--- src/logic/clkg_pkg.sv ---
// Constants, types and helpers shared by the clock generator control block.
`default_nettype none
package clkg_pkg;
  // Register byte addresses on the AHB-Lite bus, low address bits only.
  localparam int ADDR_W = 4;
  localparam logic [3:0] ADDR_PIN_CFG = 4'h0;
  localparam logic [3:0] ADDR_RUN_CTL = 4'h4;
  localparam logic [3:0] ADDR_SYS_SEL = 4'h8;
  localparam logic [3:0] ADDR_SUPPLY = 4'hC;
  // Field positions.
  localparam int MAIN_EXT_BIT = 7;
  localparam int MAIN_OSC_BIT = 6;
  localparam int SUB_EXT_BIT = 5;
  localparam int SUB_OSC_BIT = 4;
  localparam int DRIVE_HI_BIT = 2;
  localparam int DRIVE_LO_BIT = 1;
  localparam int RANGE_BIT = 0;
  localparam int MAIN_HALT_BIT = 7;
  localparam int SUB_HALT_BIT = 6;
  localparam int FAST_HALT_BIT = 0;
  localparam int CPU_STAT_BIT = 7;
  localparam int CPU_SEL_BIT = 6;
  localparam int MAIN_STAT_BIT = 5;
  localparam int MAIN_SEL_BIT = 4;
  localparam int SUB_GATE_BIT = 7;
  localparam int TIMER_SEL_BIT = 4;
  // Writable bits of each register; all others read as zero, except the CPU and main status bits of the system select register.
  localparam logic [7:0] PIN_CFG_MASK = 8'hF7;
  localparam logic [7:0] RUN_CTL_MASK = 8'hC1;
  localparam logic [7:0] SYS_SEL_MASK = 8'h50;
  localparam logic [7:0] SUPPLY_MASK = 8'h90;
  // Reset values.
  localparam logic [7:0] PIN_CFG_RST = 8'h00;
  localparam logic [7:0] RUN_CTL_RST = 8'hC0;
  localparam logic [7:0] SYS_SEL_RST = 8'h00;
  localparam logic [7:0] SUPPLY_RST = 8'h00;
  localparam logic [1:0] HTRANS_NONSEQ = 2'h2;
  // Settling time of the glitch-free switch, and its length in cycles.
  localparam int CLK_PERIOD_NS = 10;
  localparam int SWITCH_SETTLE_NS = 40;
  localparam logic [2:0] SWITCH_CYCLES =
    3'((SWITCH_SETTLE_NS + CLK_PERIOD_NS - 1) / CLK_PERIOD_NS);

  typedef enum logic [1:0] {
    DRIVE_LOW_POWER = 2'h0,
    DRIVE_NORMAL = 2'h1,
    DRIVE_ULTRA_LOW = 2'h2,
    DRIVE_PROHIBITED = 2'h3
  } clkg_drive_t;

  typedef enum logic [1:0] {
    PIN_PORT = 2'h0,
    PIN_CRYSTAL = 2'h1,
    PIN_EXTERNAL = 2'h2
  } clkg_pin_mode_t;

  // Control bundle towards the oscillator pads and analog cells.
  typedef struct packed {
    clkg_pin_mode_t main_mode;
    clkg_pin_mode_t sub_mode;
    logic main_run;
    logic sub_run;
    logic fast_run;
    clkg_drive_t sub_drive;
    logic main_freq_range;
  } clkg_osc_ctrl_t;

  // Both 00 and 10 leave the pins as plain inputs.
  function automatic clkg_pin_mode_t pin_mode(input logic ext_sel, input logic osc_sel);
    if (!osc_sel) begin
      return PIN_PORT;
    end else if (ext_sel) begin
      return PIN_EXTERNAL;
    end
    return PIN_CRYSTAL;
  endfunction : pin_mode
endpackage : clkg_pkg
`default_nettype wire

--- src/logic/clkg_top.sv ---
// Clock generator control: AHB-Lite registers, oscillator control, glitch-free source switch.
`timescale 1ns/1ps
`default_nettype none
// Overview of operation
// - Main pin field: 00/10 input port, 01 crystal, 11 external clock input.
// - Subsystem pin field: 00/10 input port, 01 low-frequency crystal, 11 external clock.
// - Subsystem drive: 00 low-power, 01 normal, 10 ultra-low; 11 prohibited.
// - Main frequency range bit: 0 for 1-10 MHz, 1 for 10-20 MHz.
// - Main halt bit stops crystal or ignores external clock; no effect in port mode.
// - Subsystem halt bit stops crystal or invalidates external clock; port mode stays port.
// - Internal fast oscillator runs when its halt bit is 0, stops when 1.
// - CPU select bit: 0 main system clock, 1 subsystem clock.
// - Read-only CPU status bit reports the source actually driving the CPU clock.
// - Main source select: 0 internal fast oscillator, 1 external fast clock.
// - Read-only main status bit reports the source actually feeding the main clock.
// - In standby on subsystem clock, gate bit 1 stops subsystem clock except timers.
// - Timer count clock: 0 subsystem clock, 1 internal slow oscillator.
module clkg_top (
  input wire logic hclk,
  input wire logic hresetn,
  input wire logic hsel,
  input wire logic [31:0] haddr,
  input wire logic [1:0] htrans,
  input wire logic hwrite,
  input wire logic [2:0] hsize,
  input wire logic [31:0] hwdata,
  input wire logic hready,
  output logic hreadyout,
  output logic [31:0] hrdata,
  output logic hresp,
  input wire logic main_clk_stable,
  input wire logic sub_clk_stable,
  input wire logic standby_active,
  output clkg_pkg::clkg_osc_ctrl_t osc_ctrl,
  output logic cpu_clock_from_sub,
  output logic main_clock_from_ext,
  output logic periph_sub_clock_en,
  output logic timer_clock_from_slow
);
  typedef enum {SW_IDLE, SW_SETTLE} clkg_sw_state_t;

  logic [7:0] pin_cfg_reg;
  logic [7:0] pin_cfg_next;
  logic [7:0] run_ctl_reg;
  logic [7:0] run_ctl_next;
  logic [7:0] sys_sel_reg;
  logic [7:0] sys_sel_next;
  logic [7:0] supply_reg;
  logic [7:0] supply_next;
  logic cpu_stat_reg;
  logic main_stat_reg;
  logic wr_pend_reg;
  logic [3:0] wr_addr_reg;
  logic [31:0] hrdata_reg;
  logic hreadyout_reg;
  logic hresp_reg;
  logic [7:0] rd_value;
  logic addr_accept;
  clkg_sw_state_t sw_state_reg;
  logic sw_is_main_reg;
  logic [2:0] sw_count_reg;
  logic main_ext_ready;
  logic sub_ready;
  logic fast_ready;
  logic main_want;
  logic cpu_want;
  logic main_target_ok;
  logic cpu_target_ok;
  clkg_pkg::clkg_osc_ctrl_t osc_ctrl_reg;
  logic periph_sub_en_reg;
  logic timer_slow_reg;

  assign hreadyout = hreadyout_reg;
  assign hrdata = hrdata_reg;
  // The response is always OKAY, but it still leaves a flip-flop like every other output.
  assign hresp = hresp_reg;
  assign osc_ctrl = osc_ctrl_reg;
  assign cpu_clock_from_sub = cpu_stat_reg;
  assign main_clock_from_ext = main_stat_reg;
  assign periph_sub_clock_en = periph_sub_en_reg;
  assign timer_clock_from_slow = timer_slow_reg;

  // Only full-word NONSEQ transfers are used; other sizes are taken as words.
  assign addr_accept = hsel && hready && (htrans == clkg_pkg::HTRANS_NONSEQ);

  // Register values after the write of the data phase now ending.
  always_comb begin
    pin_cfg_next = pin_cfg_reg;
    run_ctl_next = run_ctl_reg;
    sys_sel_next = sys_sel_reg;
    supply_next = supply_reg;
    if (wr_pend_reg) begin
      unique case (wr_addr_reg)
        clkg_pkg::ADDR_PIN_CFG: begin
          pin_cfg_next = hwdata[7:0] & clkg_pkg::PIN_CFG_MASK;
          // A prohibited drive code is refused so the amplifier never sees it.
          if (hwdata[clkg_pkg::DRIVE_HI_BIT:clkg_pkg::DRIVE_LO_BIT] == 2'h3) begin
            pin_cfg_next[clkg_pkg::DRIVE_HI_BIT:clkg_pkg::DRIVE_LO_BIT] =
              pin_cfg_reg[clkg_pkg::DRIVE_HI_BIT:clkg_pkg::DRIVE_LO_BIT];
          end
        end
        clkg_pkg::ADDR_RUN_CTL: run_ctl_next = hwdata[7:0] & clkg_pkg::RUN_CTL_MASK;
        clkg_pkg::ADDR_SYS_SEL: sys_sel_next = hwdata[7:0] & clkg_pkg::SYS_SEL_MASK;
        clkg_pkg::ADDR_SUPPLY: supply_next = hwdata[7:0] & clkg_pkg::SUPPLY_MASK;
        default: ;
      endcase
    end
  end

  // Read mux forwards a write finishing in the same cycle, so back-to-back
  // write then read of one register returns the new value.
  always_comb begin
    rd_value = 8'h00;
    unique case (haddr[clkg_pkg::ADDR_W-1:0])
      clkg_pkg::ADDR_PIN_CFG: rd_value = pin_cfg_next;
      clkg_pkg::ADDR_RUN_CTL: rd_value = run_ctl_next;
      clkg_pkg::ADDR_SYS_SEL: begin
        rd_value = sys_sel_next;
        rd_value[clkg_pkg::CPU_STAT_BIT] = cpu_stat_reg;
        rd_value[clkg_pkg::MAIN_STAT_BIT] = main_stat_reg;
      end
      clkg_pkg::ADDR_SUPPLY: rd_value = supply_next;
      default: rd_value = 8'h00;
    endcase
    if (haddr[31:clkg_pkg::ADDR_W] != 28'h0000000) begin
      rd_value = 8'h00;
    end
  end

  // Bus slave: zero wait states, unmapped addresses read zero and ignore writes.
  always_ff @(posedge hclk or negedge hresetn) begin
    if (!hresetn) begin
      wr_pend_reg <= 1'b0;
      wr_addr_reg <= 4'h0;
      hrdata_reg <= 32'h00000000;
      hreadyout_reg <= 1'b0;
      hresp_reg <= 1'b0;
    end else begin
      hreadyout_reg <= 1'b1;
      hresp_reg <= 1'b0;
      wr_pend_reg <= addr_accept && hwrite && (haddr[31:clkg_pkg::ADDR_W] == 28'h0000000);
      if (addr_accept) begin
        wr_addr_reg <= haddr[clkg_pkg::ADDR_W-1:0];
      end
      if (addr_accept && !hwrite) begin
        hrdata_reg <= {24'h000000, rd_value};
      end
    end
  end

  always_ff @(posedge hclk or negedge hresetn) begin
    if (!hresetn) begin
      pin_cfg_reg <= clkg_pkg::PIN_CFG_RST;
      run_ctl_reg <= clkg_pkg::RUN_CTL_RST;
      sys_sel_reg <= clkg_pkg::SYS_SEL_RST;
      supply_reg <= clkg_pkg::SUPPLY_RST;
    end else begin
      pin_cfg_reg <= pin_cfg_next;
      run_ctl_reg <= run_ctl_next;
      sys_sel_reg <= sys_sel_next;
      supply_reg <= supply_next;
    end
  end

  // Source readiness: a pin source is usable only when its pins are in a clock
  // mode, it is not halted and the analog side reports it stable; the fast oscillator needs only its halt bit clear.
  assign main_ext_ready = (osc_ctrl_reg.main_mode != clkg_pkg::PIN_PORT)
    && !run_ctl_reg[clkg_pkg::MAIN_HALT_BIT] && main_clk_stable;
  assign sub_ready = (osc_ctrl_reg.sub_mode != clkg_pkg::PIN_PORT)
    && !run_ctl_reg[clkg_pkg::SUB_HALT_BIT] && sub_clk_stable;
  assign fast_ready = !run_ctl_reg[clkg_pkg::FAST_HALT_BIT];
  assign main_want = sys_sel_reg[clkg_pkg::MAIN_SEL_BIT];
  assign cpu_want = sys_sel_reg[clkg_pkg::CPU_SEL_BIT];
  assign main_target_ok = main_want ? main_ext_ready : fast_ready;
  assign cpu_target_ok = cpu_want ? sub_ready : 1'b1;

  // Switch sequencer. A switch waits for the target source, then holds for
  // the settle time before the status flips, so software polling status
  // never sees the new source before the mux has really moved over. The main
  // mux is served first because the CPU may be running from it.
  always_ff @(posedge hclk or negedge hresetn) begin
    if (!hresetn) begin
      sw_state_reg <= SW_IDLE;
      sw_is_main_reg <= 1'b0;
      sw_count_reg <= 3'h0;
    end else begin
      unique case (sw_state_reg)
        SW_IDLE: begin
          if ((main_want != main_stat_reg) && main_target_ok) begin
            sw_state_reg <= SW_SETTLE;
            sw_is_main_reg <= 1'b1;
            sw_count_reg <= clkg_pkg::SWITCH_CYCLES - 3'h1;
          end else if ((cpu_want != cpu_stat_reg) && cpu_target_ok) begin
            sw_state_reg <= SW_SETTLE;
            sw_is_main_reg <= 1'b0;
            sw_count_reg <= clkg_pkg::SWITCH_CYCLES - 3'h1;
          end
        end
        SW_SETTLE: begin
          // Abandon the switch if the select is taken back mid-way.
          if (sw_is_main_reg ? (main_want == main_stat_reg) : (cpu_want == cpu_stat_reg)) begin
            sw_state_reg <= SW_IDLE;
          end else if (sw_count_reg == 3'h0) begin
            sw_state_reg <= SW_IDLE;
          end else begin
            sw_count_reg <= sw_count_reg - 3'h1;
          end
        end
      endcase
    end
  end

  always_ff @(posedge hclk or negedge hresetn) begin
    if (!hresetn) begin
      cpu_stat_reg <= 1'b0;
      main_stat_reg <= 1'b0;
    end else if ((sw_state_reg == SW_SETTLE) && (sw_count_reg == 3'h0)) begin
      if (sw_is_main_reg && (main_want != main_stat_reg)) begin
        main_stat_reg <= main_want;
      end
      if (!sw_is_main_reg && (cpu_want != cpu_stat_reg)) begin
        cpu_stat_reg <= cpu_want;
      end
    end
  end

  // Oscillator and pad controls.
  always_ff @(posedge hclk or negedge hresetn) begin
    if (!hresetn) begin
      osc_ctrl_reg <= '0;
    end else begin
      osc_ctrl_reg.main_mode <= clkg_pkg::pin_mode(pin_cfg_reg[clkg_pkg::MAIN_EXT_BIT],
        pin_cfg_reg[clkg_pkg::MAIN_OSC_BIT]);
      osc_ctrl_reg.sub_mode <= clkg_pkg::pin_mode(pin_cfg_reg[clkg_pkg::SUB_EXT_BIT],
        pin_cfg_reg[clkg_pkg::SUB_OSC_BIT]);
      osc_ctrl_reg.main_run <= pin_cfg_reg[clkg_pkg::MAIN_OSC_BIT]
        && !run_ctl_reg[clkg_pkg::MAIN_HALT_BIT];
      osc_ctrl_reg.sub_run <= pin_cfg_reg[clkg_pkg::SUB_OSC_BIT]
        && !run_ctl_reg[clkg_pkg::SUB_HALT_BIT];
      osc_ctrl_reg.fast_run <= !run_ctl_reg[clkg_pkg::FAST_HALT_BIT];
      osc_ctrl_reg.sub_drive <= clkg_pkg::clkg_drive_t'(
        pin_cfg_reg[clkg_pkg::DRIVE_HI_BIT:clkg_pkg::DRIVE_LO_BIT]);
      osc_ctrl_reg.main_freq_range <= pin_cfg_reg[clkg_pkg::RANGE_BIT];
    end
  end

  // Standby gating and timer count clock choice.
  always_ff @(posedge hclk or negedge hresetn) begin
    if (!hresetn) begin
      periph_sub_en_reg <= 1'b1;
      timer_slow_reg <= 1'b0;
    end else begin
      periph_sub_en_reg <= !(standby_active && cpu_stat_reg
        && supply_reg[clkg_pkg::SUB_GATE_BIT]);
      timer_slow_reg <= supply_reg[clkg_pkg::TIMER_SEL_BIT];
    end
  end

  localparam int SETTLE_BOUND = 8;
endmodule : clkg_top
`default_nettype wire
--- config.mk ---
export PLATFORM = sky130hd
export DESIGN_NAME = clkg_top
export DESIGN_NICKNAME = d
export VERILOG_FILES = /design/src/logic/clkg_pkg.sv /design/src/logic/clkg_top.sv
export SDC_FILE = /design/constraint.sdc
export NUM_CORES = 1
export LEC_CHECK = 0
export ABC_AREA = 1
export BUFFER_PORTS_ARGS = -buffer_cell sky130_fd_sc_hd__buf_2
export CORE_MARGIN = 2
export CORE_UTILIZATION = 52
export DETAILED_ROUTE_END_ITERATION = 16
export GPL_ROUTABILITY_DRIVEN = 0
export PLACE_DENSITY_LB_ADDON = 0.05
export SYNTH_ARGS = -nofsm -noshare
export SYNTH_HDL_FRONTEND = slang
export SYNTH_SLANG_ARGS = --single-unit
--- constraint.sdc ---
create_clock -name hclk -period 3.4 [get_ports hclk]
set_clock_uncertainty 0.1 [all_clocks]
set_input_delay 0.17 -clock hclk [delete_from_list [all_inputs] [get_ports hclk]]
set_output_delay 0.17 -clock hclk [all_outputs]
set_load 0.01 [all_outputs]
==> PnR_summary.wiki <==
{| class="wikitable"
! Metric !! Value
|-
| Ratio of final minimum period to clock period || 48.8%
|-
| Post-detailed-route DRC marker count || 0
|-
| Transition at the pin with the smallest max-transition slack || 0.626 ns
|-
| Final-layout setup total negative slack || 0 ns
|-
| Required time of the critical path || 3.52 ns
|-
| Min cycle time layout || 1.66 ns
|-
| Cell family with the largest share of critical-path delay || flip-flops
|-
| Unrepaired setup endpoints after global routing || no
|-
| Highest attainable clock frequency || 0.603 GHz
|-
| Slowest stage delay, CP || 0.57 ns
|-
| Fraction of synthesized area in multiplexers || 0%
|-
| Wire length per cell after detailed routing || 11.5 um
|-
| TritonCTS clock tree || built
|-
| Critical path's most frequent cell || sky130_fd_sc_hd__nand2_1
|-
| Flop2flop setup slack || 1.74 ns
|-
| Status || complete, no violations
|-
| Levels on crit path || 7
|-
| Fraction of layout instances using a drive strength above 1 || 23.7%
|-
| IR Drop Worst-Case VDD || 214 uV
|-
| Average cell area after synthesis || 8.33 um^2
|-
| Max stage delay cell, worst path || sky130_fd_sc_hd__dfrtp_1
|-
| Worst Path Arrival || 1.78 ns
|-
| First-pass GRT wire length || 10.4 mm
|-
| Max-slew headroom || 58.1%
|-
| Class of the most critical hold timing path || primary input to register
|-
| Number of clock sinks seen by CTS || 63
|-
| Post-Route WL || 6.28 mm
|-
| Fin nets || 548
|-
| CTS clk-pin slew, worst paths || 0.07 ns
|-
| Worst path cell trace || inv_1 > nand3_4 > nand2_1 > nand3_1 > nand2_1 > o21ai_1 > nand2_1
|-
| Setup Buffers After CTS || 0
|-
| Largest cells by area after synthesis || sky130_fd_sc_hd__dfrtp_1 47%, sky130_fd_sc_hd__nand2_1 12%, sky130_fd_sc_hd__inv_1 6.2%, sky130_fd_sc_hd__buf_4 6.1%, sky130_fd_sc_hd__nand3_1 5.2%
|-
| Total GRT Usage || 20.7%
|-
| Ratio of routed vias to standard cells || 4.61
|-
| Highest-count cells in the layout ignoring fill and taps || 105 x sky130_fd_sc_hd__nand2_1, 71 x sky130_fd_sc_hd__buf_2, 60 x sky130_fd_sc_hd__dfrtp_1
|-
| Placed wire-length estimate || 4.67 mm
|-
| Startpoint class of the critical path || register
|-
| Master cell of the clock root buffer || sky130_fd_sc_hd__clkbuf_8
|-
| Number of core rows || 28
|-
| Compound-Gate Fraction of Synth Area || 2.93%
|-
| CP endpoint kind || register
|-
| Via count || 2525
|-
| Drt initial violations || 108
|-
| Buffers from clock root to sink, at most || 2
|-
| Count of final setup violators || 0
|-
| Post-synthesis simple-gate area fraction || 32.2%
|-
| Largest area contributor in the netlist || sky130_fd_sc_hd__dfrtp_1
|-
| Number of cells traversed by the worst register-to-register path || 7
|-
| Area share of fa/ha/maj cells after synthesis || 0.782%
|-
| Overflow left after global routing || 0
|-
| Antenna violations before repair || 0
|-
| Cells on Worst Hold Path || 3
|-
| Synthesis-to-finish area growth || 17.0%
|-
| Post-placement cell area || 3520 um^2
|-
| Number of warnings printed during yosys synthesis || 0
|-
| Floorplan die width || 82.5 um
|-
| H-Tree Depth || 3
|-
| Crit path buffers/inverters || 1
|-
| Die ar. || 6800 um^2
|-
| Initial DRT Pass Iterations || 4
|-
| Antenna Cells || 0
|-
| Hold violation count in the final report || 0
|-
| I/O pin count || 125
|-
| Max-Cap Viols || 0
|-
| Die Height || 82.5 um
|-
| Cell leakage power || 2.15 nW
|-
| Seq/Total Area, Yosys || 49.4%
|-
| Final worst-path setup slack || 1.74 ns
|-
| Floorplan Core Area || 5920 um^2
|-
| Count of pins over their slew limit || 0
|-
| Number of buffers created by CTS || 9
|-
| Post-synth cell types || 33
|-
| Netlist area before placement || 3200 um^2
|-
| Area share of xor/xnor cells in the synthesized design || 0.274%
|-
| Main combinational cell family by area after synthesis || simple AND/OR/NAND/NOR gates
|-
| Largest net degree at the start of global routing || 43
|-
| Gate count after technology mapping || 384
|-
| Number of global-route vias before repair || 2388
|-
| Initial core utilization || 54.1%
|-
| Type of the worst setup path || register to register
|-
| Top cell type's share of synthesized area || 46.9%
|-
| Flip-flop count of the largest register, all copies and words added || 10
|-
| Post-route cell area || 3740 um^2
|-
| Synth Register Bits || 63
|-
| Ratio of total power to cell area || 389 nW/um^2
|-
| Pre-CTS setup slack || 1.74 ns
|-
| Critical path fanouts, max || 10
|-
| # port buffers || 71
|-
| Post-route antenna net violation count || 0
|-
| Most frequent standard cell in the layout excluding fill and tap cells || sky130_fd_sc_hd__nand2_1
|-
| Clock latency of the later-clocked register in the worst-skew pair || 0.33 ns
|}
==> worst register-to-register path: cells and delay by family (launching register included) <==
family,cells,cell delay (ns)
flops,1,0.57
simple gates,5,0.50
buf+inv,1,0.23
compound gates,1,0.15
==> what timing repair did <==
item / in CTS / in global routing
hold buffers: 6 / 0
resized for setup: 0 / 0
hold endpoints to repair: 27 / 0
==> worst paths after layout <==
| kind | startpoint | end |
|---|---|---|
| min in group asynchronous | hresetn | main_clock_from_ext$_DFFE_PN0P_ |
| worst min register to register | supply_reg[4]$_DFF_PN0_ | timer_clock_from_slow$_DFF_PN0_ |
| worst max-delay path | wr_addr_reg[2]$_DFFE_PN0P_ | hrdata[4]$_DFFE_PN0P_ |
| worst min-delay path | haddr[0] | wr_addr_reg[0]$_DFFE_PN0P_ |
| max in group asynchronous | hresetn | run_ctl_reg[6]$_DFF_PN1_ |
| worst max register to register | wr_addr_reg[2]$_DFFE_PN0P_ | hrdata[4]$_DFFE_PN0P_ |
==> synthesized netlist by cell type <==
cell and n:
sky130_fd_sc_hd__a21oi_1 1, sky130_fd_sc_hd__and2_0 1, sky130_fd_sc_hd__and2_1 11, sky130_fd_sc_hd__buf_12 1
sky130_fd_sc_hd__buf_4 26, sky130_fd_sc_hd__buf_6 1, sky130_fd_sc_hd__clkinv_1 2, sky130_fd_sc_hd__clkinv_2 2
sky130_fd_sc_hd__clkinv_4 1, sky130_fd_sc_hd__conb_1 2, sky130_fd_sc_hd__dfrtp_1 60, sky130_fd_sc_hd__dfstp_2 3
sky130_fd_sc_hd__ha_1 2, sky130_fd_sc_hd__inv_1 53, sky130_fd_sc_hd__inv_2 1, sky130_fd_sc_hd__nand2_1 105
sky130_fd_sc_hd__nand2_2 4, sky130_fd_sc_hd__nand3_1 33, sky130_fd_sc_hd__nand3_4 4, sky130_fd_sc_hd__nand4_1 10
sky130_fd_sc_hd__nor2_1 32, sky130_fd_sc_hd__nor2_2 6, sky130_fd_sc_hd__nor2_4 1, sky130_fd_sc_hd__nor2_8 1
sky130_fd_sc_hd__nor3_2 1, sky130_fd_sc_hd__nor3_4 2, sky130_fd_sc_hd__nor4_1 1, sky130_fd_sc_hd__o21a_1 2
sky130_fd_sc_hd__o21ai_0 9, sky130_fd_sc_hd__o21ai_1 3, sky130_fd_sc_hd__o21bai_1 1, sky130_fd_sc_hd__o22ai_1 1
sky130_fd_sc_hd__xor2_1 1
==> kinds of logic (layout without fill, tap and decap cells) <==
kind of cell / count (synthesis) / in the layout
AND/OR/NAND/NOR: 212 / 212
buffers and inverters: 87 / 152
flip-flops: 63 / 63
AO/OA/AOI/OAI: 17 / 17
adder cells (fa/ha/maj): 2 / 2
other: 2 / 26
XOR/XNOR: 1 / 1
==> layer usage <==
layer	track usage [%]	part of all wire (%)
met5	0	0
met4	7.50	0.99
met3	4.89	5.9
met2	33.9	45
met1	26.9	48
==> through the flow <==
stage / utilization (%) / cells / power (mW) / hold slack [ns]
2_1_floorplan: - / 408 / 0.892 / -0.226
6_report: 63.3 / 548 / 1.46 / 0.0213
3_5_place_dp: 59.5 / 527 / 0.909 / 0.0550
5_1_grt: 63.3 / 548 / 1.52 / 0.0322
4_1_cts: 63.3 / 548 / 1.47 / 0.0136
3_3_place_gp: 59.5 / 527 / 0.907 / 0.0585
==> where the power goes <==
group	switching, mW	internal (mW)	leakage (nW)
sequential	0.0202	0.759	0.830
combinational	0.0790	0.0415	1.24
clock	0.279	0.276	0.0850
==> area by class of cell <==
type	count	area, um^2
sequential	63	1580
tap	75	93.8
clock buffer	11	141
inverter	59	229
multi-input combinational	258	1250
timing repair buffer	78	423
clock inverter	4	22.5
fill	532	2180
No activity file was read; power rests on OpenSTA's default activity.
